--- src/common/cr_params.svh ---
// Constants for the cold redundancy role control block
`ifndef CR_PARAMS_SVH
`define CR_PARAMS_SVH

// Register byte offsets on the APB
`define REG_PIN_CMD          12'h000
`define REG_ROLE             12'h004
`define REG_STATUS           12'h008
`define REG_ENERGY_ACC       12'h00C
`define REG_ENERGY_CNT       12'h010

// Pin command field positions (code, first byte, second byte)
`define PINCMD_CODE_LSB      16
`define PINCMD_FIRST_LSB     8
`define PINCMD_SECOND_LSB    0

// Status register bit positions
`define ST_PIN_MODE          0
`define ST_BUS_LEVEL         1
`define ST_MAIN_ON           2
`define ST_CR_ARMED          3
`define ST_STANDBY           4
`define ST_POWER_GOOD        5
`define ST_INPUT_OK          6

// Management command codes and data bytes
`define CMD_PIN_MODE         8'hEA
`define SEQ_BYTE_A           8'h69
`define SEQ_BYTE_B           8'h96

// Role bytes
`define ROLE_BYTE_CONV       8'h00
`define ROLE_BYTE_ALWAYS_ON  8'h01
`define ROLE_BYTE_STANDBY_1  8'h02
`define ROLE_BYTE_STANDBY_2  8'h03
`define ROLE_BYTE_STANDBY_3  8'h04

// Share thresholds in units of 10 mA
`define THR_ON_1             16'h1A0B
`define THR_OFF_1            16'h0BB8
`define THR_ON_2             16'h285D
`define THR_OFF_2            16'h1856
`define THR_ON_3             16'h36B0
`define THR_OFF_3            16'h24F4

// Timing
`define CLK_FREQ_MHZ         125
`define PRE_WARN_TIME_US     1000
`define PRE_WARN_CYCLES      (`PRE_WARN_TIME_US * `CLK_FREQ_MHZ)
`define RAPID_ON_TIME_US     100
`define RAPID_ON_CYCLES      (`RAPID_ON_TIME_US * `CLK_FREQ_MHZ)

`endif

--- src/common/cr_pkg.sv ---
// Types shared by the cold redundancy role control block
package cr_pkg;

    typedef enum logic {
        PIN_INPUT_GOOD,
        PIN_RAPID_BUS
    } pin_mode_t;

    typedef enum logic [2:0] {
        ROLE_CONVENTIONAL,
        ROLE_ALWAYS_ON,
        ROLE_STANDBY_1,
        ROLE_STANDBY_2,
        ROLE_STANDBY_3
    } role_t;

    typedef enum logic {
        CR_IDLE,
        CR_ARMED
    } cr_state_t;

endpackage

--- src/core/cold_redundancy_role_control.sv ---
// Dual function pin and cold redundancy role control with APB registers
`include "cr_params.svh"
`timescale 1ns/10ps
`default_nettype none

module cold_redundancy_role_control #(
    parameter int unsigned PRE_WARN_CYCLES = `PRE_WARN_CYCLES
) (
    // APB slave
    input  wire logic        pclk,
    input  wire logic        presetn,
    input  wire logic        psel,
    input  wire logic        penable,
    input  wire logic        pwrite,
    input  wire logic [11:0] paddr,
    input  wire logic [31:0] pwdata,
    output logic [31:0]      prdata,
    output logic             pready,
    output logic             pslverr,
    // Dual function pin
    input  wire logic        dual_function_pin_in,
    output logic             dual_function_pin_out,
    output logic             dual_function_pin_oe_n,
    output logic             redundancy_bus_pullup_en,
    // Supply state
    input  wire logic        input_power_ok,
    input  wire logic        fault_in,
    input  wire logic        warning_in,
    input  wire logic [15:0] current_share_bus,
    input  wire logic        stored_rapid_bus_mode,
    output logic             stored_mode_out,
    output logic             power_good,
    output logic             main_output_on,
    output logic             fault_report,
    output logic             warning_report,
    // Energy samples
    input  wire logic        sample_strobe,
    input  wire logic [15:0] input_power_sample
);

    localparam logic [16:0] WARN_LIMIT = 17'(PRE_WARN_CYCLES);
    localparam logic [13:0] RAPID_LIMIT = 14'(`RAPID_ON_CYCLES);

    // Role byte decode, shared by the write path and checks
    function automatic logic role_valid(input logic [7:0] b);
        return (b == `ROLE_BYTE_CONV) || (b == `ROLE_BYTE_ALWAYS_ON) ||
               (b == `ROLE_BYTE_STANDBY_1) || (b == `ROLE_BYTE_STANDBY_2) ||
               (b == `ROLE_BYTE_STANDBY_3);
    endfunction

    function automatic cr_pkg::role_t role_of(input logic [7:0] b);
        case (b)
            `ROLE_BYTE_ALWAYS_ON: return cr_pkg::ROLE_ALWAYS_ON;
            `ROLE_BYTE_STANDBY_1: return cr_pkg::ROLE_STANDBY_1;
            `ROLE_BYTE_STANDBY_2: return cr_pkg::ROLE_STANDBY_2;
            `ROLE_BYTE_STANDBY_3: return cr_pkg::ROLE_STANDBY_3;
            default:              return cr_pkg::ROLE_CONVENTIONAL;
        endcase
    endfunction

    function automatic logic is_standby(input cr_pkg::role_t r);
        return (r == cr_pkg::ROLE_STANDBY_1) ||
               (r == cr_pkg::ROLE_STANDBY_2) ||
               (r == cr_pkg::ROLE_STANDBY_3);
    endfunction

    function automatic logic addr_mapped(input logic [11:0] a);
        return (a == `REG_PIN_CMD) || (a == `REG_ROLE) ||
               (a == `REG_STATUS) || (a == `REG_ENERGY_ACC) ||
               (a == `REG_ENERGY_CNT);
    endfunction

    // Registers and state
    logic [1:0]         meta_ff;
    logic [1:0]         sync_ff;
    logic               loaded_ff;
    cr_pkg::pin_mode_t  mode_ff;
    cr_pkg::role_t      role_ff;
    cr_pkg::cr_state_t  cr_ff;
    cr_pkg::cr_state_t  nxt_cr;
    logic [16:0]        loss_cnt_ff;
    logic               power_good_ff;
    logic               main_on_ff;
    logic               nxt_main_on;
    logic               pin_out_ff;
    logic               pin_oe_n_ff;
    logic               pullup_ff;
    logic               fault_rep_ff;
    logic               warn_rep_ff;
    logic [31:0]        energy_acc_ff;
    logic [31:0]        energy_cnt_ff;
    logic [31:0]        prdata_ff;
    logic [31:0]        nxt_rdata;

    // Decoded signals
    logic        input_ok_s;
    logic        bus_level_s;
    logic        bus_low;
    logic        wr_en;
    logic        pin_cmd_wr;
    logic [7:0]  cmd_code;
    logic [7:0]  cmd_first;
    logic [7:0]  cmd_second;
    logic        to_input_good;
    logic        to_rapid_bus;
    logic        role_wr;
    logic        share_on;
    logic        standby_now;
    logic [15:0] thr_on;
    logic [15:0] thr_off;

    // Two flop synchronisers for the input sense and the bus pin
    always_ff @(posedge pclk or negedge presetn) begin
        if (!presetn) begin
            meta_ff <= 2'h0;
            sync_ff <= 2'h0;
        end else begin
            meta_ff <= {dual_function_pin_in, input_power_ok};
            sync_ff <= meta_ff;
        end
    end

    assign input_ok_s  = sync_ff[0];
    assign bus_level_s = sync_ff[1];
    assign bus_low     = (mode_ff == cr_pkg::PIN_RAPID_BUS) && !bus_level_s;

    // APB decode, zero wait state
    assign pready     = 1'b1;
    assign pslverr    = psel && penable && !addr_mapped(paddr);
    assign wr_en      = psel && penable && pwrite && addr_mapped(paddr);
    assign pin_cmd_wr = wr_en && (paddr == `REG_PIN_CMD);
    assign cmd_code   = pwdata[`PINCMD_CODE_LSB +: 8];
    assign cmd_first  = pwdata[`PINCMD_FIRST_LSB +: 8];
    assign cmd_second = pwdata[`PINCMD_SECOND_LSB +: 8];

    // Only the two exact sequences change the pin mode
    assign to_input_good = pin_cmd_wr && (cmd_code == `CMD_PIN_MODE) &&
        (cmd_first == `SEQ_BYTE_A) && (cmd_second == `SEQ_BYTE_B);
    assign to_rapid_bus  = pin_cmd_wr && (cmd_code == `CMD_PIN_MODE) &&
        (cmd_first == `SEQ_BYTE_B) && (cmd_second == `SEQ_BYTE_A);

    // Pin mode: stored setting taken once after reset, then commands only
    always_ff @(posedge pclk or negedge presetn) begin
        if (!presetn) begin
            loaded_ff <= 1'b0;
            mode_ff   <= cr_pkg::PIN_INPUT_GOOD;
        end else if (!loaded_ff) begin
            loaded_ff <= 1'b1;
            mode_ff   <= stored_rapid_bus_mode ? cr_pkg::PIN_RAPID_BUS
                                               : cr_pkg::PIN_INPUT_GOOD;
        end else if (to_input_good) begin
            mode_ff <= cr_pkg::PIN_INPUT_GOOD;
        end else if (to_rapid_bus) begin
            mode_ff <= cr_pkg::PIN_RAPID_BUS;
        end
    end

    // Mode is independent of input power, the store keeps it
    assign stored_mode_out = (mode_ff == cr_pkg::PIN_RAPID_BUS);

    // Role writes: valid byte and no cold redundancy in progress
    assign role_wr = wr_en && (paddr == `REG_ROLE) &&
                     role_valid(pwdata[7:0]) &&
                     (cr_ff == cr_pkg::CR_IDLE);

    always_ff @(posedge pclk or negedge presetn) begin
        if (!presetn) begin
            role_ff <= cr_pkg::ROLE_CONVENTIONAL;
        end else if (role_wr) begin
            role_ff <= role_of(pwdata[7:0]);
        end
    end

    // Cold redundancy state: armed by a role write, ended by bus low or by leaving the bus mode
    always_comb begin
        nxt_cr = cr_ff;
        case (cr_ff)
            cr_pkg::CR_IDLE: begin
                if (role_wr && (pwdata[7:0] != `ROLE_BYTE_CONV) &&
                    (mode_ff == cr_pkg::PIN_RAPID_BUS) && !bus_low) begin
                    nxt_cr = cr_pkg::CR_ARMED;
                end
            end
            cr_pkg::CR_ARMED: begin
                if (bus_low || (mode_ff != cr_pkg::PIN_RAPID_BUS)) begin
                    nxt_cr = cr_pkg::CR_IDLE;
                end
            end
            default: nxt_cr = cr_pkg::CR_IDLE;
        endcase
    end

    always_ff @(posedge pclk or negedge presetn) begin
        if (!presetn) begin
            cr_ff <= cr_pkg::CR_IDLE;
        end else begin
            cr_ff <= nxt_cr;
        end
    end

    // Threshold pair for the standby level
    always_comb begin
        case (role_ff)
            cr_pkg::ROLE_STANDBY_1: begin
                thr_on  = `THR_ON_1;
                thr_off = `THR_OFF_1;
            end
            cr_pkg::ROLE_STANDBY_2: begin
                thr_on  = `THR_ON_2;
                thr_off = `THR_OFF_2;
            end
            default: begin
                thr_on  = `THR_ON_3;
                thr_off = `THR_OFF_3;
            end
        endcase
    end

    // Share level comparison, direction dependent
    share_hysteresis u_share (
        .pclk          (pclk),
        .presetn       (presetn),
        .enable        ((cr_ff == cr_pkg::CR_ARMED) && is_standby(role_ff)),
        .share_level   (current_share_bus),
        .on_threshold  (thr_on),
        .off_threshold (thr_off),
        .want_on       (share_on)
    );

    // Output on/off decision
    always_comb begin
        nxt_main_on = 1'b1;
        if (is_standby(role_ff) && (cr_ff == cr_pkg::CR_ARMED) &&
            !bus_low) begin
            nxt_main_on = share_on;
        end
    end

    assign standby_now = is_standby(role_ff) && (cr_ff == cr_pkg::CR_ARMED) &&
                         !bus_low && !share_on;

    always_ff @(posedge pclk or negedge presetn) begin
        if (!presetn) begin
            main_on_ff <= 1'b0;
        end else begin
            main_on_ff <= nxt_main_on;
        end
    end

    // Power good drops only after the pre-warning interval of input loss
    always_ff @(posedge pclk or negedge presetn) begin
        if (!presetn) begin
            loss_cnt_ff   <= 17'h00000;
            power_good_ff <= 1'b0;
        end else if (input_ok_s) begin
            loss_cnt_ff   <= 17'h00000;
            power_good_ff <= 1'b1;
        end else if (loss_cnt_ff >= WARN_LIMIT) begin
            power_good_ff <= 1'b0;
        end else begin
            loss_cnt_ff <= loss_cnt_ff + 17'h00001;
        end
    end

    // Pin drive: push-pull status, or open drain bus pulled on faults only
    always_ff @(posedge pclk or negedge presetn) begin
        if (!presetn) begin
            pin_out_ff  <= 1'b0;
            pin_oe_n_ff <= 1'b0;
            pullup_ff   <= 1'b0;
        end else if (mode_ff == cr_pkg::PIN_INPUT_GOOD) begin
            pin_out_ff  <= input_ok_s;
            pin_oe_n_ff <= 1'b0;
            pullup_ff   <= 1'b0;
        end else begin
            pin_out_ff  <= 1'b0;
            pin_oe_n_ff <= !fault_in;
            pullup_ff   <= (role_ff == cr_pkg::ROLE_ALWAYS_ON);
        end
    end

    // Status reports are hidden while in cold standby
    always_ff @(posedge pclk or negedge presetn) begin
        if (!presetn) begin
            fault_rep_ff <= 1'b0;
            warn_rep_ff  <= 1'b0;
        end else begin
            fault_rep_ff <= fault_in && !standby_now;
            warn_rep_ff  <= warning_in && !standby_now;
        end
    end

    // Energy accumulator runs in every state
    always_ff @(posedge pclk or negedge presetn) begin
        if (!presetn) begin
            energy_acc_ff <= 32'h00000000;
            energy_cnt_ff <= 32'h00000000;
        end else if (sample_strobe) begin
            energy_acc_ff <= energy_acc_ff + {16'h0000, input_power_sample};
            energy_cnt_ff <= energy_cnt_ff + 32'h00000001;
        end
    end

    // Read mux, captured in the setup phase
    always_comb begin
        nxt_rdata = 32'h00000000;
        case (paddr)
            `REG_PIN_CMD:    nxt_rdata[0] = stored_mode_out;
            `REG_ROLE:       nxt_rdata[2:0] = role_ff;
            `REG_STATUS: begin
                nxt_rdata[`ST_PIN_MODE]   = stored_mode_out;
                nxt_rdata[`ST_BUS_LEVEL]  = bus_level_s;
                nxt_rdata[`ST_MAIN_ON]    = main_on_ff;
                nxt_rdata[`ST_CR_ARMED]   = (cr_ff == cr_pkg::CR_ARMED);
                nxt_rdata[`ST_STANDBY]    = standby_now;
                nxt_rdata[`ST_POWER_GOOD] = power_good_ff;
                nxt_rdata[`ST_INPUT_OK]   = input_ok_s;
            end
            `REG_ENERGY_ACC: nxt_rdata = energy_acc_ff;
            `REG_ENERGY_CNT: nxt_rdata = energy_cnt_ff;
            default:         nxt_rdata = 32'h00000000;
        endcase
    end

    always_ff @(posedge pclk or negedge presetn) begin
        if (!presetn) begin
            prdata_ff <= 32'h00000000;
        end else if (psel && !penable && !pwrite) begin
            prdata_ff <= nxt_rdata;
        end
    end

    // Output assignments
    assign prdata                   = prdata_ff;
    assign dual_function_pin_out    = pin_out_ff;
    assign dual_function_pin_oe_n   = pin_oe_n_ff;
    assign redundancy_bus_pullup_en = pullup_ff;
    assign power_good               = power_good_ff;
    assign main_output_on           = main_on_ff;
    assign fault_report             = fault_rep_ff;
    assign warning_report           = warn_rep_ff;

    // Cycles spent with the bus low and the output still off
    logic [13:0] rapid_cnt_ff;
    always_ff @(posedge pclk or negedge presetn) begin
        if (!presetn) begin
            rapid_cnt_ff <= 14'h0000;
        end else if (bus_low && !main_on_ff) begin
            rapid_cnt_ff <= rapid_cnt_ff + 14'h0001;
        end else begin
            rapid_cnt_ff <= 14'h0000;
        end
    end

    // Checks
    property p_pin_low_on_loss;
        @(posedge pclk) disable iff (!presetn)
        (loaded_ff && mode_ff == cr_pkg::PIN_INPUT_GOOD && !input_ok_s &&
         $stable(mode_ff)) |=> !dual_function_pin_out;
    endproperty
    a_pin_low_on_loss: assert property (p_pin_low_on_loss)
        else $error("pin not low after input loss");

    property p_prewarn;
        @(posedge pclk) disable iff (!presetn)
        $fell(power_good) |-> (loss_cnt_ff >= WARN_LIMIT) && !input_ok_s;
    endproperty
    a_prewarn: assert property (p_prewarn)
        else $error("power_good fell before pre-warning time");

    property p_pullup_master;
        @(posedge pclk) disable iff (!presetn)
        redundancy_bus_pullup_en |->
            $past(role_ff) == cr_pkg::ROLE_ALWAYS_ON &&
            $past(mode_ff) == cr_pkg::PIN_RAPID_BUS;
    endproperty
    a_pullup_master: assert property (p_pullup_master)
        else $error("pull-up enabled by a unit that is not always-on");

    property p_fault_pulls;
        @(posedge pclk) disable iff (!presetn)
        (mode_ff == cr_pkg::PIN_RAPID_BUS && fault_in) |=>
            (!dual_function_pin_oe_n && !dual_function_pin_out);
    endproperty
    a_fault_pulls: assert property (p_fault_pulls)
        else $error("fault did not pull the bus low");

    property p_rapid_on;
        @(posedge pclk) disable iff (!presetn)
        rapid_cnt_ff < RAPID_LIMIT && (rapid_cnt_ff < 14'h0003);
    endproperty
    a_rapid_on: assert property (p_rapid_on)
        else $error("output not on soon after bus low");

    property p_to_input_good;
        @(posedge pclk) disable iff (!presetn)
        (loaded_ff && to_input_good) |=>
            mode_ff == cr_pkg::PIN_INPUT_GOOD ##1
            !dual_function_pin_oe_n;
    endproperty
    a_to_input_good: assert property (p_to_input_good)
        else $error("pin mode did not return to input-good");

    property p_to_bus;
        @(posedge pclk) disable iff (!presetn)
        (loaded_ff && to_rapid_bus) |=> mode_ff == cr_pkg::PIN_RAPID_BUS;
    endproperty
    a_to_bus: assert property (p_to_bus)
        else $error("pin mode did not switch to the bus");

    property p_bad_cmd;
        @(posedge pclk) disable iff (!presetn)
        (loaded_ff && pin_cmd_wr && !to_input_good && !to_rapid_bus) |=>
            $stable(mode_ff);
    endproperty
    a_bad_cmd: assert property (p_bad_cmd)
        else $error("unmatched pin command changed the mode");

    property p_warning_free;
        @(posedge pclk) disable iff (!presetn)
        (mode_ff == cr_pkg::PIN_RAPID_BUS && $stable(mode_ff) &&
         !fault_in) |=> dual_function_pin_oe_n;
    endproperty
    a_warning_free: assert property (p_warning_free)
        else $error("bus pulled low without a fault");

    property p_bad_role;
        @(posedge pclk) disable iff (!presetn)
        (wr_en && paddr == `REG_ROLE && !role_valid(pwdata[7:0])) |=>
            $stable(role_ff);
    endproperty
    a_bad_role: assert property (p_bad_role)
        else $error("undefined role byte changed the role");

    property p_conv_on;
        @(posedge pclk) disable iff (!presetn)
        (loaded_ff && role_ff == cr_pkg::ROLE_CONVENTIONAL) ##1
        (role_ff == cr_pkg::ROLE_CONVENTIONAL) |-> main_output_on;
    endproperty
    a_conv_on: assert property (p_conv_on)
        else $error("conventional unit output off");

    c_enter_bus: cover property (@(posedge pclk) disable iff (!presetn)
        to_rapid_bus ##1 mode_ff == cr_pkg::PIN_RAPID_BUS);
    c_standby: cover property (@(posedge pclk) disable iff (!presetn)
        standby_now ##[1:20] !standby_now);
    c_rapid_wake: cover property (@(posedge pclk) disable iff (!presetn)
        (cr_ff == cr_pkg::CR_ARMED && !main_on_ff) ##1 bus_low);

endmodule

`default_nettype wire

--- src/core/share_hysteresis.sv ---
// Share level comparator with separate on and off thresholds
`timescale 1ns/10ps
`default_nettype none

module share_hysteresis (
    // Clock and reset
    input  wire logic        pclk,
    input  wire logic        presetn,
    // Control and levels
    input  wire logic        enable,
    input  wire logic [15:0] share_level,
    input  wire logic [15:0] on_threshold,
    input  wire logic [15:0] off_threshold,
    // Decision
    output logic             want_on
);

    logic want_on_ff;
    logic nxt_want_on;

    // Direction dependent threshold: rise at on, fall below off
    always_comb begin
        nxt_want_on = want_on_ff;
        if (!enable) begin
            nxt_want_on = 1'b0;
        end else if (!want_on_ff && share_level >= on_threshold) begin
            nxt_want_on = 1'b1;
        end else if (want_on_ff && share_level < off_threshold) begin
            nxt_want_on = 1'b0;
        end
    end

    // Decision register
    always_ff @(posedge pclk or negedge presetn) begin
        if (!presetn) begin
            want_on_ff <= 1'b0;
        end else begin
            want_on_ff <= nxt_want_on;
        end
    end

    assign want_on = want_on_ff;

endmodule

`default_nettype wire

--- config.mk ---
export PLATFORM = sky130hd
export DESIGN_NAME = cold_redundancy_role_control
export DESIGN_NICKNAME = d
export VERILOG_FILES = /design/src/common/cr_pkg.sv /design/src/core/cold_redundancy_role_control.sv /design/src/core/share_hysteresis.sv
export VERILOG_INCLUDE_DIRS = /design/src /design/src/common
export SDC_FILE = /design/constraint.sdc
export NUM_CORES = 1
export LEC_CHECK = 0
export BUFFER_PORTS_ARGS = -buffer_cell sky130_fd_sc_hd__buf_2
export CAP_MARGIN = 20
export CORE_AREA = 5 5 137 139
export CTS_CLUSTER_DIAMETER = 120
export DETAILED_ROUTE_END_ITERATION = 12
export DIE_AREA = 0 0 142 144
export PLACE_DENSITY = 0.77
export SLEW_MARGIN = 25
export SYNTH_ARGS = -nofsm -noshare
export SYNTH_HDL_FRONTEND = slang
export SYNTH_HIERARCHICAL = 1
export SYNTH_SLANG_ARGS = --single-unit
--- constraint.sdc ---
create_clock -name pclk -period 4.6 [get_ports pclk]
set_input_delay 0 -clock pclk [delete_from_list [all_inputs] [get_ports pclk]]
set_output_delay 0 -clock pclk [all_outputs]
set_load 0.1 [all_outputs]
==> results.py, run 1 <==
metrics = {
    "run_status": {
        "status": "finished, final reports clean",
    },
    "worst_setup_path": {
        "worst_path_max_delay_cell": "nor2b_1",
        "start_kind": "register",
        "crit_path_max_fanout": 7,
        "worstPathRequired_ns": 4.89,
        "critPathMaxStageDelay_ns": 0.42,
        "end_kind": "register",
        "reg2reg_slack_ns": 1.97,
        "crit_type": "reg2reg",
        "crit_chain": "nor2b_1, inv_1, nor2_1, inv_1, inv_1, ha_1, a21oi_1, o21ai_0, nor4_1, a22oi_2",
        "cp.arrival_ns": 2.91,
        "critPathMostFrequentCell": "inv_1",
    },
    "power": {
        "p_sw_mw": 1.55,
        "p_sw_share_pct": 36.3,
        "power_mw": 4.27,
        "power.leakage_nw": 4.40,
        "clock_power_share_pct": 31.2,
        "share_comb_of_total_power_pct": 33.7,
        "p_per_area_nw_per_um2": 460,
        "p_int_mw": 2.72,
        "ir_drop_v": 0.000285,
        "pwr-share-seq_pct": 35.1,
    },
    "synth": {
        "synth_common_cells": "dfrtp_1, nor2_1, nand2_1",
        "synthMostInstantiatedCell": "dfrtp_1",
        "synth_top_area_share_pct": 42.6,
        "synth_edf_count": 0,
        "syn_inst": 789,
        "ys_seq_area_share_pct": 42.6,
        "synth.largest_area_cell": "dfrtp_1",
        "synth.avg_cell_area_sq_um": 9.76,
        "ys_top_cells_by_area": "dfrtp_1, ha_1, xnor2_1",
        "synth_cell_type_count": 75,
        "async_flop_share_pct": 100,
        "yosys_register_bits": 131,
        "ys_warn_count": 6,
        "ys_dominant_reg_cell": "dfrtp_1",
        "mappedNetlistArea_sq_um": 7700,
    },
    "sta": {
        "layout_worst_path_cycle_share_pct": 57.1,
        "setup_viol": 0,
        "fin_skew_ns": 0.00766,
        "finalMaxSlewViolations": 0,
        "relSlewSlack_pct": 34.3,
        "tns_ns": 0,
        "fmax_ghz": 0.381,
        "rsz0062_at_grt": "false",
        "post-route-min-period_ns": 2.63,
        "worstMarginPinSlew_ns": 0.984,
        "finalHoldViolCount": 0,
    },
    "clock_network": {
        "clk_path_buf_depth": 2,
        "cts.clk_slew.worst_paths_ns": 0.05,
        "worstSkewPairLatency_ns": 0.42,
        "cts_root_buf": "clkbuf_16",
        "cts_made_buffers": 17,
        "cts.sinks": 131,
        "cts_tree": "yes",
        "htree_levels": 4,
    },
    "global_routing": {
        "grtUsageTotal_pct": 19.0,
        "grt_pass1_wl_mm": 31.2,
        "antenna_found_initial": 0,
        "first_global_vias": 6390,
        "grt_start_max_net_pins": 58,
        "grt_overflow": 0,
    },
    "floorplanning": {
        "die_h_um": 144,
        "core_area_sq_um": 17500,
        "initial_utilization_pct": 43.9,
        "dieArea_sq_um": 20400,
        "row_count": 49,
        "boundaryPins": 129,
        "die_x_um": 142,
    },
    "route": {
        "drt_iter0_drc": 385,
        "final_antenna_net_count": 0,
        "drcViolationCount": 0,
        "viasPerCell": 5.47,
        "dr.pass1.iters": 5,
        "via_count": 6401,
        "wl_per_cell_um": 15.9,
        "wirelength_mm": 18.6,
    },
    "cells_and_area": {
        "final_cells": 1171,
        "layout.nets": 1068,
        "syn_to_final_growth_pct": 20.4,
        "fill_cells": 1602,
        "drive_above_1_share_pct": 20.1,
        "postLayoutCellArea_sq_um": 9270,
        "insertedDiodeCount": 0,
    },
    "place": {
        "gp_congestion": 0.904,
        "dpl_cell_area_sq_um": 8540,
        "place.port_buffers": 119,
        "place_hpwl_mm": 13.6,
        "dp_cells": 1125,
    },
    "run": {
        "cap_viol_max_count": 0,
    },
    "worst_hold_path": {
        "min_path_type": "in2reg",
    },
}
-- cells by family (layout without fill, tap and decap cells) --
group	Yosys count	after routing	share of synthesized area, %
and+or+nand+nor	300	300	20.2
AOI/OAI and AO/OA	146	146	14.8
DFF	131	131	42.6
buffers and inverters	76	222	4.05
xor gates and xnor gates	70	70	7.96
adders and majority gates	51	51	8.38
muxes	13	13	1.87
other	2	9	0.0975
-- cell type report --
| type | count | area, sq um | share of cell area (%) |
|---|---|---|---|
| clock buffer | 27 | 513 | 5.53 |
| sequential | 131 | 3280 | 35.4 |
| inverter | 52 | 195 | 2.11 |
| timing repair buffer | 139 | 786 | 8.48 |
| clock inverter | 4 | 70.1 | 0.756 |
| tap | 229 | 287 | 3.09 |
| multi-input combinational | 589 | 4140 | 44.7 |
-- power by group through the flow --
stage | registers, mW | logic (mW) | clock network (mW)
6_report | 1.50 | 1.44 | 1.33
5_1_grt | 1.52 | 1.57 | 1.41
4_1_cts | 1.50 | 1.44 | 1.36
3_5_place_dp | 1.51 | 1.42 | 0
3_3_place_gp | 1.51 | 1.38 | 0
2_1_floorplan | 1.76 | 0.849 | 0
-- timing repair --
item / in CTS / in global routing
resized for setup: 0 / 0
setup buffers: 0 / 0
setup endpoints to repair: 0 / 0
hold buffers: 15 / 0
endpoints found under the hold margin: 68 / 0
-- path summary, 6_finish.rpt --
kind | from | to | cells past startpoint
max | role_ff[1]$_DFFE_PN0P_ | u_share/want_on$_DFFE_PN0P_ | 10
max in group asynchronous | presetn | prdata[12]$_DFFE_PN0P_ | 3
min in group asynchronous | presetn | u_share/want_on$_DFFE_PN0P_ | 2
max reg2reg | role_ff[1]$_DFFE_PN0P_ | u_share/want_on$_DFFE_PN0P_ | 10
min | input_power_sample[1] | energy_acc_ff[1]$_DFFE_PN0P_ | 4
min reg2reg | meta_ff[0]$_DFF_PN0_ | sync_ff[0]$_DFF_PN0_ | 0
-- routing by layer --
| layer | share of wire, % | routed length (um) | track usage (%) |
|---|---|---|---|
| met5 | 0 | 0 | 0 |
| met4 | 1.4 | 268 | 5.61 |
| met3 | 4.7 | 876 | 4.13 |
| met1 | 45 | 8430 | 24.8 |
| met2 | 49 | 9070 | 31.9 |
-- layout by cell type, fill, tap and decap left out, types with 11 or more instances in the layout --
cell           netlist  final
dlygate4sd3_1        0     15
ha_1                50     50
xnor2_1             46     46
a21oi_1             21     21
nor2_1             101    100
o21ai_0             21     21
nor3_1              15     15
clkbuf_16            0     17
xor2_1              24     24
and3_1              19     19
a221oi_1            25     25
nand4_1             22     22
inv_1               52     52
dfrtp_1            131    131
mux2_2              11     11
nand2_1             57     57
buf_2                3    118
nand3_1             30     30
-- flip-flops by register name (all words and copies together) (netlist names) --
signal,cells
loss_cnt_ff,17
u_share/want_on,1
power_good,1
warning_report,1
main_output_on,1
energy_cnt_ff,32
stored_mode_out,1
cr_ff,1
sync_ff,2
loaded_ff,1
fault_report,1
dual_function_pin_oe_n,1
role_ff,3
dual_function_pin_out,1
redundancy_bus_pullup_en,1
energy_acc_ff,32
meta_ff,2
prdata,32
-- metrics by stage --
step	worst slack, ns	util [%]	hold WS (ns)
floorplan	2.43	-	-0.296
CTS	1.95	52.9	0.0297
finish	1.97	52.9	0.0433
detailed placement	1.97	48.7	0.102
global route	1.61	52.9	0.0444
global placement	1.98	48.7	0.0982
-- critical path: cells and delay by family, from the launching register on --
family / cells / cell delay [ns]
AOI/OAI and AO/OA: 3 / 0.36
adders and majority gates: 1 / 0.23
buffers and inverters: 3 / 0.45
DFF: 1 / 0.40
and+or+nand+nor: 3 / 1.06
No activity file was read; power rests on OpenSTA's default activity.
==> inputs of run 2 (changes only) <==
--- a/config.mk
+++ b/config.mk
@@ -6,13 +6,14 @@
 export SDC_FILE = /design/constraint.sdc
 export NUM_CORES = 1
 export LEC_CHECK = 0
+export ABC_AREA = 1
 export BUFFER_PORTS_ARGS = -buffer_cell sky130_fd_sc_hd__buf_2
 export CAP_MARGIN = 20
-export CORE_AREA = 5 5 137 139
+export CORE_AREA = 5 5 147 149
 export CTS_CLUSTER_DIAMETER = 120
 export DETAILED_ROUTE_END_ITERATION = 12
-export DIE_AREA = 0 0 142 144
-export PLACE_DENSITY = 0.77
+export DIE_AREA = 0 0 152 154
+export PLACE_DENSITY = 0.78
 export SLEW_MARGIN = 25
 export SYNTH_ARGS = -nofsm -noshare
 export SYNTH_HDL_FRONTEND = slang
==> constraint.sdc (replaced) <==
create_clock -name pclk -period 2.3 [get_ports pclk]
set_input_delay 0 -clock pclk [delete_from_list [all_inputs] [get_ports pclk]]
set_output_delay 0 -clock pclk [all_outputs]
set_load 0.1 [all_outputs]
==> run 2 against run 1 <==
  * Synthesized cell count up 58%
  * Cell area up 14%
  * Critical path type unchanged
  * Largest cell class unchanged
  * Largest power group unchanged
  * Utilization about the same
  * Worst setup slack worse by 1.8 ns
  * Area after synthesis up 15%
  * Maximum frequency up 25%
  * Sequential power up 97%
  * Sequential share of layout area down 4.4 points
==> results.py, run 2 <==
metrics = {
    "run_status": {
        "status": "finished, final reports clean",
    },
    "floorplanning": {
        "die_h_um": 154,
        "initial_utilization_pct": 44.3,
        "core_area_sq_um": 20000,
        "row_count": 52,
        "boundaryPins": 129,
        "die_x_um": 152,
        "dieArea_sq_um": 23400,
    },
    "cells_and_area": {
        "postLayoutCellArea_sq_um": 10600,
        "layout_common_cells": "nand2_1, inv_1, dfrtp_1, buf_2, nor2_1",
        "syn_to_final_growth_pct": 19.4,
        "insertedDiodeCount": 0,
        "final_common_cell": "nand2_1",
        "multiInputGateArea_sq_um": 4820,
        "drive_above_1_share_pct": 15.5,
        "final_cells": 1681,
        "final_util_pct": 52.9,
        "fill_cells": 1942,
        "register_area_sq_um": 3280,
        "layout.nets": 1537,
    },
    "worst_setup_path": {
        "reg2reg_from": "energy_acc_ff[0]$_DFFE_PN0P_",
        "crit_type": "reg2reg",
        "end_kind": "register",
        "start_kind": "register",
        "worstRegToRegCells": 10,
        "crit_path_max_fanout": 5,
        "worstPathRequired_ns": 2.61,
        "r2r_end": "energy_acc_ff[22]$_DFFE_PN0P_",
        "cp.arrival_ns": 2.41,
        "reg2reg_slack_ns": 0.20,
    },
    "sta": {
        "fmax_ghz": 0.476,
        "post-route-min-period_ns": 2.10,
        "tns_ns": 0,
        "fin_skew_ns": 0.00868,
        "relSlewSlack_pct": 55.5,
        "fin_hold_ws_ns": 0.0178,
        "worstMarginPinSlew_ns": 0.662,
        "layout_worst_path_cycle_share_pct": 91.3,
        "finalHoldViolCount": 0,
        "finalMaxSlewViolations": 0,
        "setup_viol": 0,
        "rsz0062_at_grt": "false",
        "setup_ws_ns": 0.199,
    },
    "route": {
        "drcViolationCount": 0,
        "viasPerCell": 5.06,
        "drt_iter0_drc": 763,
        "wl_per_cell_um": 14.6,
        "wirelength_mm": 24.5,
        "dr.pass1.iters": 7,
        "via_count": 8511,
        "final_antenna_net_count": 0,
    },
    "power": {
        "p_per_area_nw_per_um2": 783,
        "power.leakage_nw": 5.64,
        "power_mw": 8.31,
        "ir_drop_v": 0.000414,
    },
    "global_routing": {
        "grtUsageTotal_pct": 20.8,
        "grt_start_max_net_pins": 68,
        "grt_overflow": 0,
        "antenna_found_initial": 0,
        "first_global_vias": 8260,
        "grt_pass1_wl_mm": 40.2,
    },
    "synth": {
        "synth_top_area_share_pct": 36.9,
        "ys_seq_area_share_pct": 36.9,
        "synth_common_cells": "nand2_1, inv_1, dfrtp_1",
        "ys_warn_count": 6,
        "synth.avg_cell_area_sq_um": 7.10,
        "ys_top_cells_by_area": "dfrtp_1, nand2_1, inv_1",
        "synthMostInstantiatedCell": "nand2_1",
        "synth_cell_type_count": 52,
        "yosys_register_bits": 131,
        "async_flop_share_pct": 100,
        "synth.largest_area_cell": "dfrtp_1",
        "syn_inst": 1250,
        "mappedNetlistArea_sq_um": 8880,
        "ys_dominant_reg_cell": "dfrtp_1",
        "synth_edf_count": 0,
    },
    "run": {
        "cap_viol_max_count": 0,
    },
    "worst_hold_path": {
        "worstHoldPathCells": 6,
        "min_to": "stored_mode_out$_DFFE_PN0P_",
        "min_path_type": "in2reg",
        "min_from": "pwdata[13]",
    },
    "clock_network": {
        "cts_made_buffers": 17,
        "cts_tree": "yes",
        "htree_levels": 4,
        "clk_path_buf_depth": 2,
        "worstSkewPairLatency_ns": 0.43,
        "cts.sinks": 131,
        "cts.clk_slew.worst_paths_ns": 0.06,
        "cts_root_buf": "clkbuf_16",
    },
    "place": {
        "dp_cells": 1635,
        "dpl_cell_area_sq_um": 9860,
        "place_hpwl_mm": 18.6,
        "place.port_buffers": 119,
        "gp_congestion": 0.923,
        "pre_cts_slack_ns": 0.0689,
    },
}
-- run 2: worst max path at each step --
stage | start | endpoint | slack [ns] | cells past startpoint
final | energy_acc_ff[0]$_DFFE_PN0P_ | energy_acc_ff[22]$_DFFE_PN0P_ | 0.20 | 10
after global placement | energy_acc_ff[0]$_DFFE_PN0P_ | energy_acc_ff[16]$_DFFE_PN0P_ | 0.18 | 10
after floorplan | role_ff[2]$_DFFE_PN0P_ | u_share/want_on$_DFFE_PN0P_ | 0.35 | 12
after global routing | role_ff[1]$_DFFE_PN0P_ | u_share/want_on$_DFFE_PN0P_ | 0.007 | 13
after CTS | energy_acc_ff[0]$_DFFE_PN0P_ | energy_acc_ff[24]$_DFFE_PN0P_ | 0.06 | 11
after detailed placement | energy_acc_ff[0]$_DFFE_PN0P_ | energy_acc_ff[16]$_DFFE_PN0P_ | 0.07 | 10
-- run 2: timing repair --
item,CTS,global route
hold buffers,15,0
setup endpoints to repair,0,9
gates resized for setup,0,4
hold endpoints to repair,142,0
buffers inserted,0,0
-- run 2: cell families (layout without fill, tap and decap cells) --
group,Yosys count,after routing,share of synthesized area (%)
DFF,131,131,36.9
and+or+nand+nor,698,698,35.2
AOI/OAI and AO/OA,112,112,7.03
buffers and inverters,215,369,9.44
adders and majority gates,51,51,7.27
xor gates and xnor gates,41,41,4.04
other,2,9,0.0846
-- run 2: area by class of cell --
| cell class | instances | area share [%] |
|---|---|---|
| Inverter | 191 | 6.86 |
| Tap cell | 270 | 3.19 |
| Clock buffer | 19 | 4.18 |
| Multi-Input combinational cell | 911 | 45.5 |
| Sequential cell | 131 | 30.9 |
| Timing Repair Buffer | 147 | 8.13 |
| Clock inverter | 12 | 1.25 |
-- run 2: per-layer routing --
layer	track usage, %	up-vias	wire length [um]
met5	0	-	0
met4	8.05	0	721
met3	3.57	43	1280
met2	34.6	248	11800
met1	27.1	3955	10700
li1	-	4265	-
-- run 2: worst max-delay path, cell delays in order, from the launching register on --
cell and delay [ns]:
dfrtp_1 0.36, ha_1 0.17, inv_1 0.07, fa_1 0.45
o21ai_2 0.22, nand2_1 0.10, nand2_1 0.11, nand2_1 0.06
nand3_1 0.19, nand2_1 0.10, xor2_1 0.15
-- run 2: power by group --
group          internal, mW  switching, mW
Combinational         0.917           1.77
Clock                  1.62           1.05
Sequential             2.63          0.319
==> inputs of run 3 (changes only) <==
--- a/config.mk
+++ b/config.mk
@@ -9,11 +9,11 @@
 export ABC_AREA = 1
 export BUFFER_PORTS_ARGS = -buffer_cell sky130_fd_sc_hd__buf_2
 export CAP_MARGIN = 20
-export CORE_AREA = 5 5 147 149
+export CORE_AREA = 5 5 136 138
 export CTS_CLUSTER_DIAMETER = 120
 export DETAILED_ROUTE_END_ITERATION = 12
-export DIE_AREA = 0 0 152 154
-export PLACE_DENSITY = 0.78
+export DIE_AREA = 0 0 141 143
+export PLACE_DENSITY = 0.88
 export SLEW_MARGIN = 25
 export SYNTH_ARGS = -nofsm -noshare
 export SYNTH_HDL_FRONTEND = slang
==> run 3 against run 2 <==
  * Critical path depth unchanged
  * Die area decreased by 14%
  * Global-route usage increased by 4.2 points
  * Sequential power about the same
  * Via count increased by 2.6%
  * Clock power about the same
  * Worst hold slack got worse by 0.0069 ns
  * Total power increased by 0.58%
  * Clock-buffer cell count decreased by 1
  * Sequential share of layout area increased by 0.15 points
  * Largest cell class unchanged
  * Highest routed layer unchanged
==> results.py, run 3 (synthesis results as in run 2) <==
metrics = {
    "run_status": {
        "status": "finished, final reports clean",
    },
    "sta": {
        "worstMarginPinSlew_ns": 0.809,
        "post-route-min-period_ns": 2.13,
        "tns_ns": 0,
        "relSlewSlack_pct": 46.0,
        "finalMaxSlewViolations": 0,
        "fin_skew_ns": 0.00986,
        "fin_hold_ws_ns": 0.0109,
        "fmax_ghz": 0.469,
        "layout_worst_path_cycle_share_pct": 92.7,
        "finalHoldViolCount": 0,
        "setup_viol": 0,
    },
    "floorplanning": {
        "initial_utilization_pct": 52.1,
        "die_x_um": 141,
        "die_h_um": 143,
        "row_count": 48,
        "boundaryPins": 129,
        "dieArea_sq_um": 20200,
        "core_area_sq_um": 17100,
    },
    "global_routing": {
        "grt_overflow": 0,
        "grtUsageTotal_pct": 25.0,
        "grt_start_max_net_pins": 132,
        "first_global_vias": 8634,
        "grt_pass1_wl_mm": 40.9,
        "antenna_found_initial": 0,
    },
    "clock_network": {
        "cts.sinks": 131,
        "htree_levels": 4,
        "worstSkewPairLatency_ns": 0.43,
        "cts_tree": "yes",
        "cts.clk_slew.worst_paths_ns": 0.06,
        "post_cts.repair.setup_buffers": 0,
        "cts_made_buffers": 17,
        "clk_path_buf_depth": 2,
        "cts_root_buf": "clkbuf_16",
    },
    "route": {
        "drt_iter0_drc": 793,
        "drcViolationCount": 0,
        "wl_per_cell_um": 14.9,
        "met3_length_mm": 1.50,
        "dr_wl_met2_mm": 11.7,
        "wirelength_mm": 24.4,
        "viasPerCell": 5.34,
        "dr.pass1.iters": 5,
        "wl_met1_mm": 10.4,
        "final_antenna_net_count": 0,
        "top_layer": "met4",
        "via_count": 8732,
    },
    "worst_setup_path": {
        "critPathMaxStageDelay_ns": 0.44,
        "end_kind": "register",
        "start_kind": "register",
        "worstPathRequired_ns": 2.61,
        "crit_chain": "ha_1, inv_1, fa_1, o21ai_2, nand2_1, nand2_1, nand2_1, nand2_2, nand2_1, xor2_1",
        "cp.buffers_inverters": 1,
        "crit_type": "reg2reg",
        "critPathTopFamily": "adder cells",
        "worst_path_max_delay_cell": "fa_1",
        "critPathMostFrequentCell": "nand2_1",
        "cp.arrival_ns": 2.44,
        "crit_path_max_fanout": 7,
    },
    "run": {
        "cap_viol_max_count": 0,
    },
    "power": {
        "ir_drop_v": 0.000631,
        "power.leakage_nw": 5.65,
        "p_per_area_nw_per_um2": 792,
    },
    "place": {
        "place_hpwl_mm": 18.0,
        "gp_congestion": 0.993,
        "place.port_buffers": 119,
    },
    "cells_and_area": {
        "layout_common_cells": "nand2_1, inv_1, dfrtp_1, buf_2, nor2_1",
        "drive_above_1_share_pct": 15.5,
        "insertedDiodeCount": 0,
        "final_common_cell": "nand2_1",
        "syn_to_final_growth_pct": 18.8,
        "layout.nets": 1536,
    },
    "worst_hold_path": {
        "min_path_type": "in2reg",
    },
}
run 3: changes by cell type in the layout (fill, tap and decap cells not counted), moves of 2 or more:
cell / change
inv_6: +2
clkinv_4: +2
clkinv_2: -2
inv_8: +2
buf_4: -2
run 3: cell type report:
cell class	instances	area, sq um
clock buffer	18	439
clock inverter	14	143
fill	1524	6500
inverter	191	727
multi-input combinational	911	4830
sequential	131	3280
tap	225	282
timing repair buffer	146	857
run 3: worst paths after layout:
check	from	end	slack, ns	cells after the start
setup / recovery	energy_acc_ff[0]$_DFFE_PN0P_	energy_acc_ff[16]$_DFFE_PN0P_	0.17	10
setup reg to reg	energy_acc_ff[0]$_DFFE_PN0P_	energy_acc_ff[16]$_DFFE_PN0P_	0.17	10
min in group asynchronous	presetn	energy_acc_ff[7]$_DFFE_PN0P_	0.16	3
max in group asynchronous	presetn	energy_cnt_ff[12]$_DFFE_PN0P_	1.48	3
hold / removal	pwdata[13]	stored_mode_out$_DFFE_PN0P_	0.01	6
hold reg to reg	meta_ff[0]$_DFF_PN0_	sync_ff[0]$_DFF_PN0_	0.35	0
run 3: per-layer routing:
layer,vias up,global-route usage [%]
met5,-,0
li1,4275,-
met2,358,42.2
met3,60,4.49
met1,4039,32.4
met4,0,8.98
run 3: power by group:
part           internal, mW  switching [mW]  total, mW  leakage (nW)
logic                 0.910            1.77       2.67          3.71
registers              2.63           0.353       2.98          1.66
clock network          1.55            1.15       2.70         0.282
total                  5.08            3.27       8.35          5.65
run 3: tightest hold or removal path: stages:
cell	delay (ns)
buf_2	0.09
nor4_1	0.05
nand2_1	0.05
nor2_1	0.04
a21oi_1	0.10
o21ai_0	0.07
run 3: metrics by stage:
stage	util, %	total power [mW]	cells	instance area (sq um)	worst slack, ns
after floorplan	-	4.86	1257	8920	0.353
after global placement	57.4	5.50	1588	9790	0.187
after detailed placement	57.4	5.58	1588	9790	0.111
after CTS	61.8	8.33	1636	10500	0.0381
after global routing	61.9	8.92	1636	10600	-0.0356
final	61.9	8.35	1636	10600	0.168
run 3: what timing repair did:
action,in CTS,in global routing
hold buffers,16,0
endpoints found under the hold margin,150,0
setup endpoints to repair,0,8
resized for setup,0,5
